File: src/pkg/self_program_pkg.sv
package self_program_pkg;

   // register indices (byte address is four times the index)
   localparam logic [7:0] CSR_IDX = 8'h37;   // control/status register
   localparam logic [7:0] LOCK_IDX = 8'h38;  // lock byte readback

   // control/status field positions
   localparam int IE_BIT = 7;
   localparam int BUSY_BIT = 6;
   localparam int RES_BIT = 5;
   localparam int RE_BIT = 4;
   localparam int LOCKSET_BIT = 3;
   localparam int PAGE_WRITE_CMD_BIT = 2;
   localparam int PAGE_ERASE_CMD_BIT = 1;
   localparam int EN_BIT = 0;

   // valid lower-five-bit command patterns
   localparam logic [4:0] PAT_REENABLE = 5'h11;
   localparam logic [4:0] PAT_LOCKSET = 5'h09;
   localparam logic [4:0] PAT_PAGE_WRITE_CMD = 5'h05;
   localparam logic [4:0] PAT_PAGE_ERASE_CMD = 5'h03;
   localparam logic [4:0] PAT_FILL = 5'h01;

   // reset values
   localparam logic [7:0] CSR_RESET = 8'h00;
   localparam logic [7:0] LOCK_RESET = 8'hFF;
   localparam logic [7:0] LOCK_UNUSED = 8'hC0;

   // arming windows in cycles
   localparam logic [2:0] STORE_WINDOW = 3'h4;
   localparam logic [2:0] LOAD_WINDOW = 3'h3;

   // flash operation timing
   localparam real OP_TIME_MIN_MS = 3.7;
   localparam real OP_TIME_MAX_MS = 4.5;
   localparam real CLK_FREQ_MHZ = 125.0;
   localparam int unsigned OP_MIN_CYCLES = int'($ceil(OP_TIME_MIN_MS * CLK_FREQ_MHZ * 1000.0));
   localparam int unsigned OP_MAX_CYCLES = int'($floor(OP_TIME_MAX_MS * CLK_FREQ_MHZ * 1000.0));

   // section boundaries as page numbers
   localparam logic [6:0] STALL_START_PAGE = 7'h70;
   localparam logic [6:0] BOOT_PAGE_SZ11 = 7'h7E;
   localparam logic [6:0] BOOT_PAGE_SZ10 = 7'h7C;
   localparam logic [6:0] BOOT_PAGE_SZ01 = 7'h78;
   localparam logic [6:0] BOOT_PAGE_SZ00 = 7'h70;

   // store instruction request from the cpu
   typedef struct packed {
      logic [15:0] zPtr;
      logic [15:0] dataPair;
   } store_req_s;

   // temporary buffer word write
   typedef struct packed {
      logic [5:0] wordSel;
      logic [15:0] data;
   } buf_write_s;

   // page operation start
   typedef struct packed {
      logic erase;
      logic write;
      logic [6:0] page;
   } page_op_s;

endpackage

File: src/hw/self_program_control.sv
// Overview of operation
// - irq requested while enabled and store disarmed
// - concurrent-section op sets busy, blocks section
// - busy clears on re-enable store or fill
// - bit five always reads zero
// - re-enable store only when no op runs
// - re-enable write during fill discards buffer
// - lock store programs lock bits from low data
// - early load returns lock or fuse byte
// - page write from buffer to pointer page
// - stalling-section op halts cpu throughout
// - page erase of pointer page
// - plain arm fills buffer word from pair
// - arm clears on store, on end of the op a store starts, or window end
// - invalid lower patterns have no effect; here a write with bit four set still discards a loaded buffer
// - six lock bits, upper two read one
// - lock bits only rise by chip erase
// - general mode two locks programming, fuses
// - general mode three locks verify, boot locks
// - app pair 10/00 blocks app writes
// - app pair 00/01 blocks boot reads, irqs
// - boot pair 10/00 blocks boot writes
// - boot pair 00/01 blocks app reads, irqs
// - sixty-four words per page, six bits
// - pointer bits select page and word
// - timed ops last the minimum time
//
// The AHB-Lite slave port is this design's own decision.
module self_program_control
   import self_program_pkg::*;
#(
   parameter int unsigned OP_CYCLES = OP_MIN_CYCLES
) (
   input wire logic clk,
   input wire logic rst,
   input wire logic hsel,
   input wire logic [31:0] haddr,
   input wire logic [1:0] htrans,
   input wire logic hwrite,
   input wire logic [2:0] hsize,
   input wire logic [31:0] hwdata,
   input wire logic hready,
   output logic hreadyout,
   output logic hresp,
   output logic [31:0] hrdata,
   input wire logic storeStrobe,
   input wire store_req_s storeReq,
   input wire logic loadStrobe,
   input wire logic [15:0] loadZ,
   input wire logic cpuInBoot,
   input wire logic vectorsInBoot,
   input wire logic globalIntEnable,
   input wire logic [1:0] bootSizeSel,
   input wire logic [7:0] fuseLowByte,
   input wire logic chipErase,
   output logic programReadyIrq,
   output logic concurrentSectionBusy,
   output logic cpuHalt,
   output logic bufWrite,
   output buf_write_s bufWriteWord,
   output logic bufDiscard,
   output logic pageOpStart,
   output page_op_s pageOp,
   output logic lockReadValid,
   output logic [7:0] lockReadData,
   output logic loadDenied,
   output logic irqSuppress,
   output logic extProgLocked,
   output logic extVerifyLocked,
   output logic fuseLocked,
   output logic bootLockFrozen
);

   logic program_ready_irq_enable_ff; // ready interrupt enable
   logic store_enable_ff; // store armed or op running
   logic [3:0] cmd_ff; // re-enable, lock set, page write, page erase
   logic [2:0] armAge_ff; // cycles since arming
   logic opBusy_ff; // page operation in flight
   logic bufLoaded_ff; // buffer holds filled words
   logic [7:0] lockByte_ff; // lock byte, 0 = programmed
   logic wrPend_ff; // write data phase pending
   logic [7:0] wrIdx_ff; // register index of pending write
   logic timerStart, timerBusy, timerDone; // op timer handshake
   logic addrAccept, csrWrite, wrValid; // bus decode
   logic [4:0] wrLow; // written command pattern
   logic storeExec, fillExec, reenExec, lockExec, lockLoad, opStart; // decoded strobes
   logic [6:0] zPage, bootStart; // store page, first boot page
   logic targetBoot, targetStall, writeLocked, readLocked, loadBoot; // section checks
   logic [7:0] csrRead, lockRead; // read views

   self_program_op_timer #(
      .CYCLES(OP_CYCLES)
   ) u_timer (
      .clk(clk),
      .rst(rst),
      .start(timerStart),
      .busy(timerBusy),
      .done(timerDone)
   );

   // bus decode and request classification
   always_comb begin
      addrAccept = hsel && htrans[1] && hready;
      csrWrite = wrPend_ff && (wrIdx_ff == CSR_IDX);
      wrLow = hwdata[4:0];
      wrValid = (wrLow == PAT_REENABLE) || (wrLow == PAT_LOCKSET)
         || (wrLow == PAT_PAGE_WRITE_CMD) || (wrLow == PAT_PAGE_ERASE_CMD) || (wrLow == PAT_FILL);
      storeExec = storeStrobe && store_enable_ff && !timerBusy && !timerDone && (armAge_ff < STORE_WINDOW);
      zPage = storeReq.zPtr[13:7];
      case (bootSizeSel)
         2'b11: bootStart = BOOT_PAGE_SZ11;
         2'b10: bootStart = BOOT_PAGE_SZ10;
         2'b01: bootStart = BOOT_PAGE_SZ01;
         default: bootStart = BOOT_PAGE_SZ00;
      endcase
      targetBoot = zPage >= bootStart;
      targetStall = zPage >= STALL_START_PAGE;
      // pair 10 or 00 means low bit programmed
      writeLocked = targetBoot ? !lockByte_ff[4] : !lockByte_ff[2];
      fillExec = storeExec && (cmd_ff == 4'h0);
      reenExec = storeExec && cmd_ff[3];
      lockExec = storeExec && cmd_ff[2];
      opStart = storeExec && (cmd_ff[1] || cmd_ff[0]) && !writeLocked;
      timerStart = opStart || lockExec;
      lockLoad = loadStrobe && store_enable_ff && cmd_ff[2] && !opBusy_ff
         && (armAge_ff < LOAD_WINDOW);
      lockRead = lockByte_ff | LOCK_UNUSED;
      loadBoot = loadZ[13:7] >= bootStart; // pair 00 or 01 means high bit programmed
      readLocked = cpuInBoot ? (!loadBoot && !lockByte_ff[3])
         : (loadBoot && !lockByte_ff[5]);
      csrRead = {program_ready_irq_enable_ff, concurrentSectionBusy, 1'b0, cmd_ff, store_enable_ff};
   end

   // ahb-lite slave: zero wait states, always okay
   always_ff @(posedge clk) begin
      if (rst) begin
         wrPend_ff <= 1'b0;
         wrIdx_ff <= 8'h00;
         hrdata <= 32'h0000_0000;
         hreadyout <= 1'b0;
         hresp <= 1'b0;
      end else begin
         hreadyout <= 1'b1;
         hresp <= 1'b0;
         wrPend_ff <= addrAccept && hwrite;
         wrIdx_ff <= haddr[9:2];
         if (addrAccept && !hwrite) begin
            // unmapped indices read as zero
            if (haddr[9:2] == CSR_IDX) begin
               hrdata <= {24'h00_0000, csrRead};
            end else if (haddr[9:2] == LOCK_IDX) begin
               hrdata <= {24'h00_0000, lockRead};
            end else begin
               hrdata <= 32'h0000_0000;
            end
         end
      end
   end

   // interrupt enable bit, written on any control write
   always_ff @(posedge clk) begin
      if (rst) begin
         program_ready_irq_enable_ff <= CSR_RESET[IE_BIT];
      end else if (csrWrite) begin
         program_ready_irq_enable_ff <= hwdata[IE_BIT];
      end
   end

   // arming, command bits and window counter
   always_ff @(posedge clk) begin
      if (rst) begin
         store_enable_ff <= CSR_RESET[EN_BIT];
         cmd_ff <= CSR_RESET[4:1];
         armAge_ff <= 3'h0;
      end else if (timerBusy || timerDone) begin
         // armed bit holds until the timed operation ends
         if (timerDone) begin
            store_enable_ff <= 1'b0;
            cmd_ff <= 4'h0;
         end
      end else if (storeExec) begin
         // stays armed only for a started timed operation
         store_enable_ff <= timerStart;
         cmd_ff <= timerStart ? cmd_ff : 4'h0;
      end else if (csrWrite && wrValid) begin
         // busy and reserved bits never taken from the bus
         store_enable_ff <= 1'b1;
         cmd_ff <= wrLow[4:1];
         armAge_ff <= 3'h0;
      end else if (store_enable_ff) begin
         if (armAge_ff == STORE_WINDOW - 3'h1) begin
            store_enable_ff <= 1'b0;
            cmd_ff <= 4'h0;
         end else begin
            armAge_ff <= armAge_ff + 3'h1;
         end
      end
   end

   // timed operation tracking and cpu halt
   always_ff @(posedge clk) begin
      if (rst) begin
         opBusy_ff <= 1'b0;
         cpuHalt <= 1'b0;
      end else if (opStart) begin
         opBusy_ff <= 1'b1;
         cpuHalt <= targetStall;
      end else if (timerDone) begin
         opBusy_ff <= 1'b0;
         cpuHalt <= 1'b0;
      end
   end

   // concurrent section busy flag; starts and clears never coincide
   always_ff @(posedge clk) begin
      if (rst) begin
         concurrentSectionBusy <= CSR_RESET[BUSY_BIT];
      end else if (opStart && !targetStall) begin
         concurrentSectionBusy <= 1'b1;
      end else if (fillExec || reenExec) begin
         // re-enable only reaches here with no op running
         concurrentSectionBusy <= 1'b0;
      end
   end

   // temporary buffer fill, discard and page operation strobes
   always_ff @(posedge clk) begin
      if (rst) begin
         bufWrite <= 1'b0;
         bufWriteWord <= '0;
         bufDiscard <= 1'b0;
         bufLoaded_ff <= 1'b0;
         pageOpStart <= 1'b0;
         pageOp <= '0;
      end else begin
         bufWrite <= fillExec;
         bufDiscard <= 1'b0;
         pageOpStart <= opStart;
         if (fillExec) begin
            // pointer bit zero ignored, word from bits six to one
            bufWriteWord.wordSel <= storeReq.zPtr[6:1];
            bufWriteWord.data <= storeReq.dataPair;
            bufLoaded_ff <= 1'b1;
         end else if (csrWrite && hwdata[RE_BIT] && bufLoaded_ff) begin
            bufDiscard <= 1'b1;
            bufLoaded_ff <= 1'b0;
         end else if (opStart && cmd_ff[1]) begin
            bufLoaded_ff <= 1'b0;
         end
         if (opStart) begin
            // data pair ignored, only the page is passed on
            pageOp.erase <= cmd_ff[0];
            pageOp.write <= cmd_ff[1];
            pageOp.page <= zPage;
         end
      end
   end

   // lock byte: lock stores only move bits toward programmed, chip erase restores all
   always_ff @(posedge clk) begin
      if (rst) begin
         lockByte_ff <= LOCK_RESET;
      end else if (chipErase) begin
         lockByte_ff <= LOCK_RESET;
      end else if (lockExec) begin
         // from the low data byte; high byte and pointer ignored
         lockByte_ff <= lockByte_ff & (storeReq.dataPair[7:0] | LOCK_UNUSED);
      end
   end

   // load answers: lock/fuse readback or section denial
   always_ff @(posedge clk) begin
      if (rst) begin
         lockReadValid <= 1'b0;
         lockReadData <= 8'h00;
         loadDenied <= 1'b0;
      end else begin
         lockReadValid <= lockLoad;
         if (lockLoad) begin
            lockReadData <= loadZ[0] ? lockRead : fuseLowByte;
         end
         // boot-side load into app, app-side load into boot, or concurrent-section load while busy
         loadDenied <= loadStrobe && !lockLoad && (readLocked
            || (concurrentSectionBusy && loadZ[13:7] < STALL_START_PAGE));
      end
   end

   // interrupt request and suppression, lock mode outputs
   always_ff @(posedge clk) begin
      if (rst) begin
         programReadyIrq <= 1'b0;
         irqSuppress <= 1'b0;
         extProgLocked <= 1'b0;
         extVerifyLocked <= 1'b0;
         fuseLocked <= 1'b0;
         bootLockFrozen <= 1'b0;
      end else begin
         programReadyIrq <= program_ready_irq_enable_ff && globalIntEnable && !store_enable_ff;
         irqSuppress <= (vectorsInBoot && !cpuInBoot && !lockByte_ff[3])
            || (!vectorsInBoot && cpuInBoot && !lockByte_ff[5]);
         extProgLocked <= !lockByte_ff[0];
         fuseLocked <= !lockByte_ff[0];
         extVerifyLocked <= !lockByte_ff[0] && !lockByte_ff[1];
         bootLockFrozen <= !lockByte_ff[0] && !lockByte_ff[1];
      end
   end
endmodule

File: src/hw/self_program_op_timer.sv
module self_program_op_timer
   import self_program_pkg::*;
#(
   parameter int unsigned CYCLES = OP_MIN_CYCLES
) (
   input wire logic clk,
   input wire logic rst,
   input wire logic start,
   output logic busy,
   output logic done
);

   localparam int CW = $clog2(CYCLES + 1);

   logic [CW-1:0] cnt_ff; // cycles left minus one

   // counts one operation of fixed length, done pulses as busy falls
   always_ff @(posedge clk) begin
      if (rst) begin
         cnt_ff <= '0;
         busy <= 1'b0;
         done <= 1'b0;
      end else begin
         done <= 1'b0;
         if (start && !busy) begin
            cnt_ff <= CW'(CYCLES - 1);
            busy <= 1'b1;
         end else if (busy) begin
            if (cnt_ff == '0) begin
               busy <= 1'b0;
               done <= 1'b1;
            end else begin
               cnt_ff <= cnt_ff - CW'(1);
            end
         end
      end
   end

endmodule

File: config.mk
export PLATFORM = sky130hd
export DESIGN_NAME = self_program_control
export DESIGN_NICKNAME = d
export VERILOG_FILES = /design/src/pkg/self_program_pkg.sv /design/src/hw/self_program_control.sv /design/src/hw/self_program_op_timer.sv
export SDC_FILE = /design/constraint.sdc
export NUM_CORES = 1
export LEC_CHECK = 0
export BUFFER_PORTS_ARGS = -buffer_cell sky130_fd_sc_hd__buf_2
export CAP_MARGIN = 20
export CORE_ASPECT_RATIO = 1.4
export CORE_MARGIN = 1.5
export CORE_UTILIZATION = 45
export DETAILED_ROUTE_END_ITERATION = 6
export PLACE_DENSITY_LB_ADDON = 0.25
export SETUP_SLACK_MARGIN = 0.4
export SYNTH_ARGS = -nofsm -noshare
export SYNTH_HDL_FRONTEND = slang
export SYNTH_SLANG_ARGS = --single-unit
File: constraint.sdc
create_clock -name clk -period 6.5 [get_ports clk]
set_input_delay 0.975 -clock clk [delete_from_list [all_inputs] [get_ports clk]]
set_output_delay 0.975 -clock clk [all_outputs]
set_load 0.005 [all_outputs]
# == Word-level counts from Yosys, hierarchy flattened ==
# Index checks and enable logic that the tools add are counted.
# op_classes
mux,38
reduce_logical,80
magnitude_cmp,6
n_addsub,2
multipliers,0
n_div,0
n_shift,0
n_eq_ne,16
bitwise,5
# op_table
operator,n
19-bit two-way mux,3
1-bit logical AND,36
4-bit two-way mux,7
8-bit by 6-bit == test with 1-bit output (second input constant),3
8-bit two-way mux,3
1-bit two-way mux,21
19-bit zero test,1
19-bit by 1-bit subtractor with 19-bit output (second input constant),1
1-bit zero test,17
7-bit >= comparator,2
4-bit case mux with 3 select lines,1
1-bit logical OR,10
3-bit two-way mux,3
8-bit bitwise AND,1
4-bit AND reduction,2
2-bit nonzero test,4
4-bit nonzero test,2
7-bit >= comparator (second input constant),1
7-bit < comparator (second input constant),1
2-bit OR reduction,3
5-bit by 1-bit == test with 1-bit output (second input constant),1
5-bit by 2-bit == test with 1-bit output (second input constant),1
5-bit by 3-bit == test with 1-bit output (second input constant),1
5-bit by 4-bit == test with 1-bit output (second input constant),1
15 further kinds,21
# totals
romBits,0
out_inout_bits,86
n_memories,0
regBits,132
latchBits,0
wordCells,179
in_bits,138
ram_bits,0

# == Longest topological paths before layout ==
# logic_depth
depth_word,10
ltp_mapped,8
ltp_nobuf,7

# == Cells and area by module ==
# Synthesis repeated with hierarchy kept, for this count alone.
# hier_totals
cells_unflattened,550
hier_area_um2,4860.9
# by_module_without_submodules
mod,cells_per_inst,instances,seq_area_each_um2,area_each_um2
self_program_control,430,1,1701.6,3773.6
self_program_op_timer,120,1,420.4,1087.3

# == Worst setup path after synthesis ==
# No wires, ideal clock.
# synth_timing
kind,input to register
from,input bootSizeSel[1]
to,register cpuHalt
t_required_ns,6.368
setup_slack_ns,3.764
t_arrival_ns,2.604
stages,8
path_buffers,1
setup_time_ns,0.132
path_cell_list,and2_1 ha_1 and3b_1 o32ai_1 a211oi_1 buf_2 o311ai_0 a21oi_1
# synth_between
elab_chain_len,7
word_cells_on_any_way,10
classes_between,order compare: 1; eq/ne: 3; mux: 3; reduce/logical: 3
# synth_rtl
element,line,rtl
"start, declared",self_program_control.sv:53,"input wire logic [1:0] bootSizeSel,"
2-bit by 1-bit == test with 1-bit output / 2-bit == test (equally long branches),self_program_control.sv:110,case (bootSizeSel)
4-bit case mux with 3 select lines (*),self_program_control.sv:110,
7-bit >= comparator (*),self_program_control.sv:116,targetBoot = zPage >= bootStart;
1-bit two-way mux (*),self_program_control.sv:119,writeLocked = targetBoot ? !lockByte_ff[4] : !lockByte_ff[2];
1-bit zero test (*),self_program_control.sv:123,opStart = storeExec && (cmd_ff[1] || cmd_ff[0]) && !writeLocked;
1-bit logical AND (*),self_program_control.sv:123,
1-bit two-way mux / 2-bit nonzero test (equally long branches),n/a,
"end signal, assigned",self_program_control.sv:207,cpuHalt <= targetStall;
"end, declared",self_program_control.sv:58,"output logic cpuHalt,"
# Every way passes the cells marked *; elsewhere a longest branch is shown, timed or not.
# A chain may end at the register's enable or synchronous reset.

# == Worst setup path in the final report ==
# layout_timing
from,input bootSizeSel[1]
to,register cmd_ff[1]
# layout_between
elab_chain_len,9
word_cells_on_any_way,11
classes_between,order compare: 1; eq/ne: 4; mux: 2; reduce/logical: 4
# layout_rtl
element,line,rtl
2-bit by 1-bit == test with 1-bit output / 2-bit == test (equally long branches),self_program_control.sv:110,
4-bit case mux with 3 select lines (*),self_program_control.sv:110,
7-bit >= comparator (*),self_program_control.sv:116,
1-bit two-way mux (*),self_program_control.sv:119,
1-bit zero test (*),self_program_control.sv:123,
1-bit logical AND (*),self_program_control.sv:123,
1-bit logical OR (*),self_program_control.sv:124,timerStart = opStart || lockExec;
3-bit by 2-bit inequality test with 1-bit output (no line) (*),n/a,
4-bit AND reduction (no line) (*),n/a,
"end signal, assigned",self_program_control.sv:173,cmd_ff <= CSR_RESET[4:1];
"end signal, assigned",self_program_control.sv:184,cmd_ff <= timerStart ? cmd_ff : 4'h0;
"end signal, assigned",self_program_control.sv:188,cmd_ff <= wrLow[4:1];
"end, declared",self_program_control.sv:76,logic [3:0] cmd_ff;
# Marked as above.

==> flow_metrics.env <==
export IMPL_grt_busiest_layer="met2"
export IMPL_p_total_w=0.001295
export IMPL_synthArstFlopShare=0
export IMPL_worst_clock_skew_ns=0.007876
export IMPL_yosysSeqAreaShare=0.4494
export IMPL_leakage_nw=2.337
export IMPL_cp_required_ns=6.68
export IMPL_antenna_left=0
export IMPL_worst_hold_slack_ns=0.4508
export IMPL_clk_pin_slew_ns=0.07
export IMPL_pin_count=224
export IMPL_n_antenna_cell=0
export IMPL_dp_slack_ns=3.095
export IMPL_cts_hold_buf=0
export IMPL_synth_area_top_cells="dfxtp_1 45%, a21oi_1 5.4%, nand2_1 5.0%"
export IMPL_setup_violations=0
export IMPL_fin_crit_ns=3.056
export IMPL_end_kind="register"
export IMPL_slew_violations=0
export IMPL_cts_resized_gates=0
export IMPL_die_y_um=124.2
export IMPL_finalHoldViolations=0
export IMPL_place_gp_congestion=0.8257
export IMPL_vdd_drop_max_mv=0.1113
export IMPL_numCtsBuffers=9
export IMPL_synth_top_area_frac=0.4494
export IMPL_tns_ns=0
export IMPL_met3_usage=0.06250
export IMPL_syn_area_per_cell_um2=8.761
export IMPL_grt_pass1_vias=3852
export IMPL_yosys_warnings=0
export IMPL_avgViaCountPerCell=5.252
export IMPL_drc=0
export IMPL_synth_area_um2=4722
export IMPL_grt_start_max_net_pins=96
export IMPL_post_drt_wl_per_cell_um=14.47
export IMPL_start_kind="input pin"
export IMPL_initialDrtViolationCount=220
export IMPL_die_w_um=89.58
export IMPL_power_density_nw_per_um2=228.0
export IMPL_rsz0062_at_grt="no"
export IMPL_vias=4191
export IMPL_core_area_um2=10290
export IMPL_fin_crit_sh=0.4702
export IMPL_cts_tree="done"
export IMPL_ff2ff_path_depth=6
export IMPL_grt_usage=0.2102
export IMPL_tightest_slew_ns=0.9969
export IMPL_post_cts_buffers=0
export IMPL_cts_sinks=106
export IMPL_drv_cap=0
export IMPL_drtPass1Iterations=4
export IMPL_synthCells=539
export IMPL_grt_pass1_wl_mm=18.46
export IMPL_whs_path_depth=2
export IMPL_layout_drive_gt1_share=0.2530
export IMPL_rows=44
export IMPL_die_area_um2=11130
export IMPL_overflow=0
export IMPL_synthTopCellsByCount="106 x dfxtp_1, 63 x nand2_1, 51 x a21oi_1"
export IMPL_arrival_ns=3.24
export IMPL_wl_mm=11.55
export IMPL_holdCritPathClass="reg -> reg"
export IMPL_syn_to_final_growth_pct=20.32
export IMPL_cp_max_fo=15
export IMPL_numPortBuffers=133
export IMPL_criticalPathCategory="in -> reg"
export IMPL_floorplan_initialDensity=0.4587
export IMPL_ys_flop_type="dfxtp_1"
export IMPL_yosys_area_top_type="dfxtp_1"
export IMPL_root_buffer="clkbuf_16"
export IMPL_fmax_mhz=327.2
export IMPL_status="complete, no violations"
export IMPL_ys_ff_latch=106
export IMPL_antenna_found_initial=0
export IMPL_clock_path_buffers=2
export IMPL_r2r_setup_slack_ns=4.16
export IMPL_insertion_delay_ns=0.35
export IMPL_place_hpwl_mm=8.385
export IMPL_timing_slew_headroom=0.3354
export IMPL_synth_most_common_cell="dfxtp_1"
export IMPL_synth_edf_count=0
export IMPL_grtUsageMet1=0.2686
export IMPL_synth_cell_types=69
export IMPL_fin_ws_ns=3.444
export IMPL_use_met2=0.3327
export IMPL_cts_max_level=3
export IMPL_final_net_count=800
[metrics by stage]
stage | instance area [µm²] | cells | utilization
2_1_floorplan | 4812 | 563 | -
3_3_place_gp | 5359 | 781 | 0.5205
3_5_place_dp | 5359 | 781 | 0.5205
4_1_cts | 5677 | 797 | 0.5514
5_1_grt | 5682 | 798 | 0.5519
6_report | 5682 | 798 | 0.5519
[state kept, by name (all words and copies together), names as in the netlist, 3 cells and up]
register	count
u_timer.cnt_ff	19
lockByte_ff	6
cmd_ff	4
pageOp	9
wrIdx_ff	8
bufWriteWord	22
lockReadData	8
armAge_ff	3
hrdata	8
[routing by layer]
| layer | part of all wire | vias to the layer above |
|---|---|---|
| met5 | 0 | - |
| met1 | 0.43 | 1922 |
| met4 | 0.015 | 0 |
| met2 | 0.48 | 139 |
| li1 | - | 2116 |
| met3 | 0.074 | 14 |
[worst paths after layout]
path	startpoint	to
worst min-delay path	bufWriteWord[14]$_SDFFE_PP0P_	bufWriteWord[14]$_SDFFE_PP0P_
worst max-delay path	bootSizeSel[1]	cmd_ff[1]$_SDFFE_PP0P_
worst max register to register	store_enable_ff$_SDFFE_PP0N_	cmd_ff[1]$_SDFFE_PP0P_
worst min register to register	bufWriteWord[14]$_SDFFE_PP0P_	bufWriteWord[14]$_SDFFE_PP0P_
[cell usage in the layout, fill, tap and decap left out, types with 3 or more instances in the layout]
master	netlist	routed
buf_2	2	133
dfxtp_1	106	106
nand2_1	63	63
a21oi_1	51	51
nor2_1	36	36
conb_1	1	25
inv_1	17	17
nor3_1	17	17
nand4_1	15	15
nand3_1	14	14
a211oi_1	14	14
xor2_1	13	13
o21ai_0	12	12
o31ai_1	11	11
nor2b_1	10	10
clkbuf_16	0	9
o211ai_1	8	8
mux2i_1	7	7
ha_1	7	7
a31oi_1	6	6
nor4_1	6	6
a22oi_1	5	5
buf_4	27	5
and3_1	4	4
o311ai_0	4	4
and2_1	3	3
or4_1	3	3
xnor2_1	3	3
[cell type report]
| type | count | area, µm² |
|---|---|---|
| repair buffers | 139 | 708.2 |
| flip-flops and latches | 106 | 2122 |
| inverters | 17 | 63.81 |
| clock buffers | 10 | 229.0 |
| clock inverters | 6 | 88.84 |
| well taps | 138 | 172.7 |
| fillers | 991 | 4613 |
| multi-input cells | 382 | 2297 |
[critical path, stage by stage]
cell and delay, ns:
buf_2 0.11, and2_1 0.17, ha_1 0.26, and3b_1 0.19, nor3_1 0.24, o31a_1 0.50
o31a_1 0.60, o311ai_0 0.19
[kinds of logic (layout without fill, tap and decap cells)]
group / count (synthesis) / after routing / share of synthesized area
other: 1 / 25 / 0.0007942
AND/OR/NAND/NOR: 194 / 194 / 0.2154
buffers and inverters: 75 / 172 / 0.08505
flip-flops: 106 / 106 / 0.4494
XOR/XNOR: 16 / 16 / 0.02968
AO/OA/AOI/OAI: 132 / 132 / 0.1842
multiplexers: 7 / 7 / 0.01484
adder cells (fa/ha/maj): 8 / 8 / 0.02067
[power breakdown]
group | total [W] | switching (W) | internal, W | leakage, nW
registers | 0.000655 | 0.00000146 | 0.000654 | 0.857
clock network | 0.000575 | 0.000237 | 0.000338 | 0.149
logic | 0.0000653 | 0.0000376 | 0.0000277 | 1.33
total | 0.00130 | 0.000276 | 0.00102 | 2.34
Note: power is estimated with default switching activity, not from simulation.
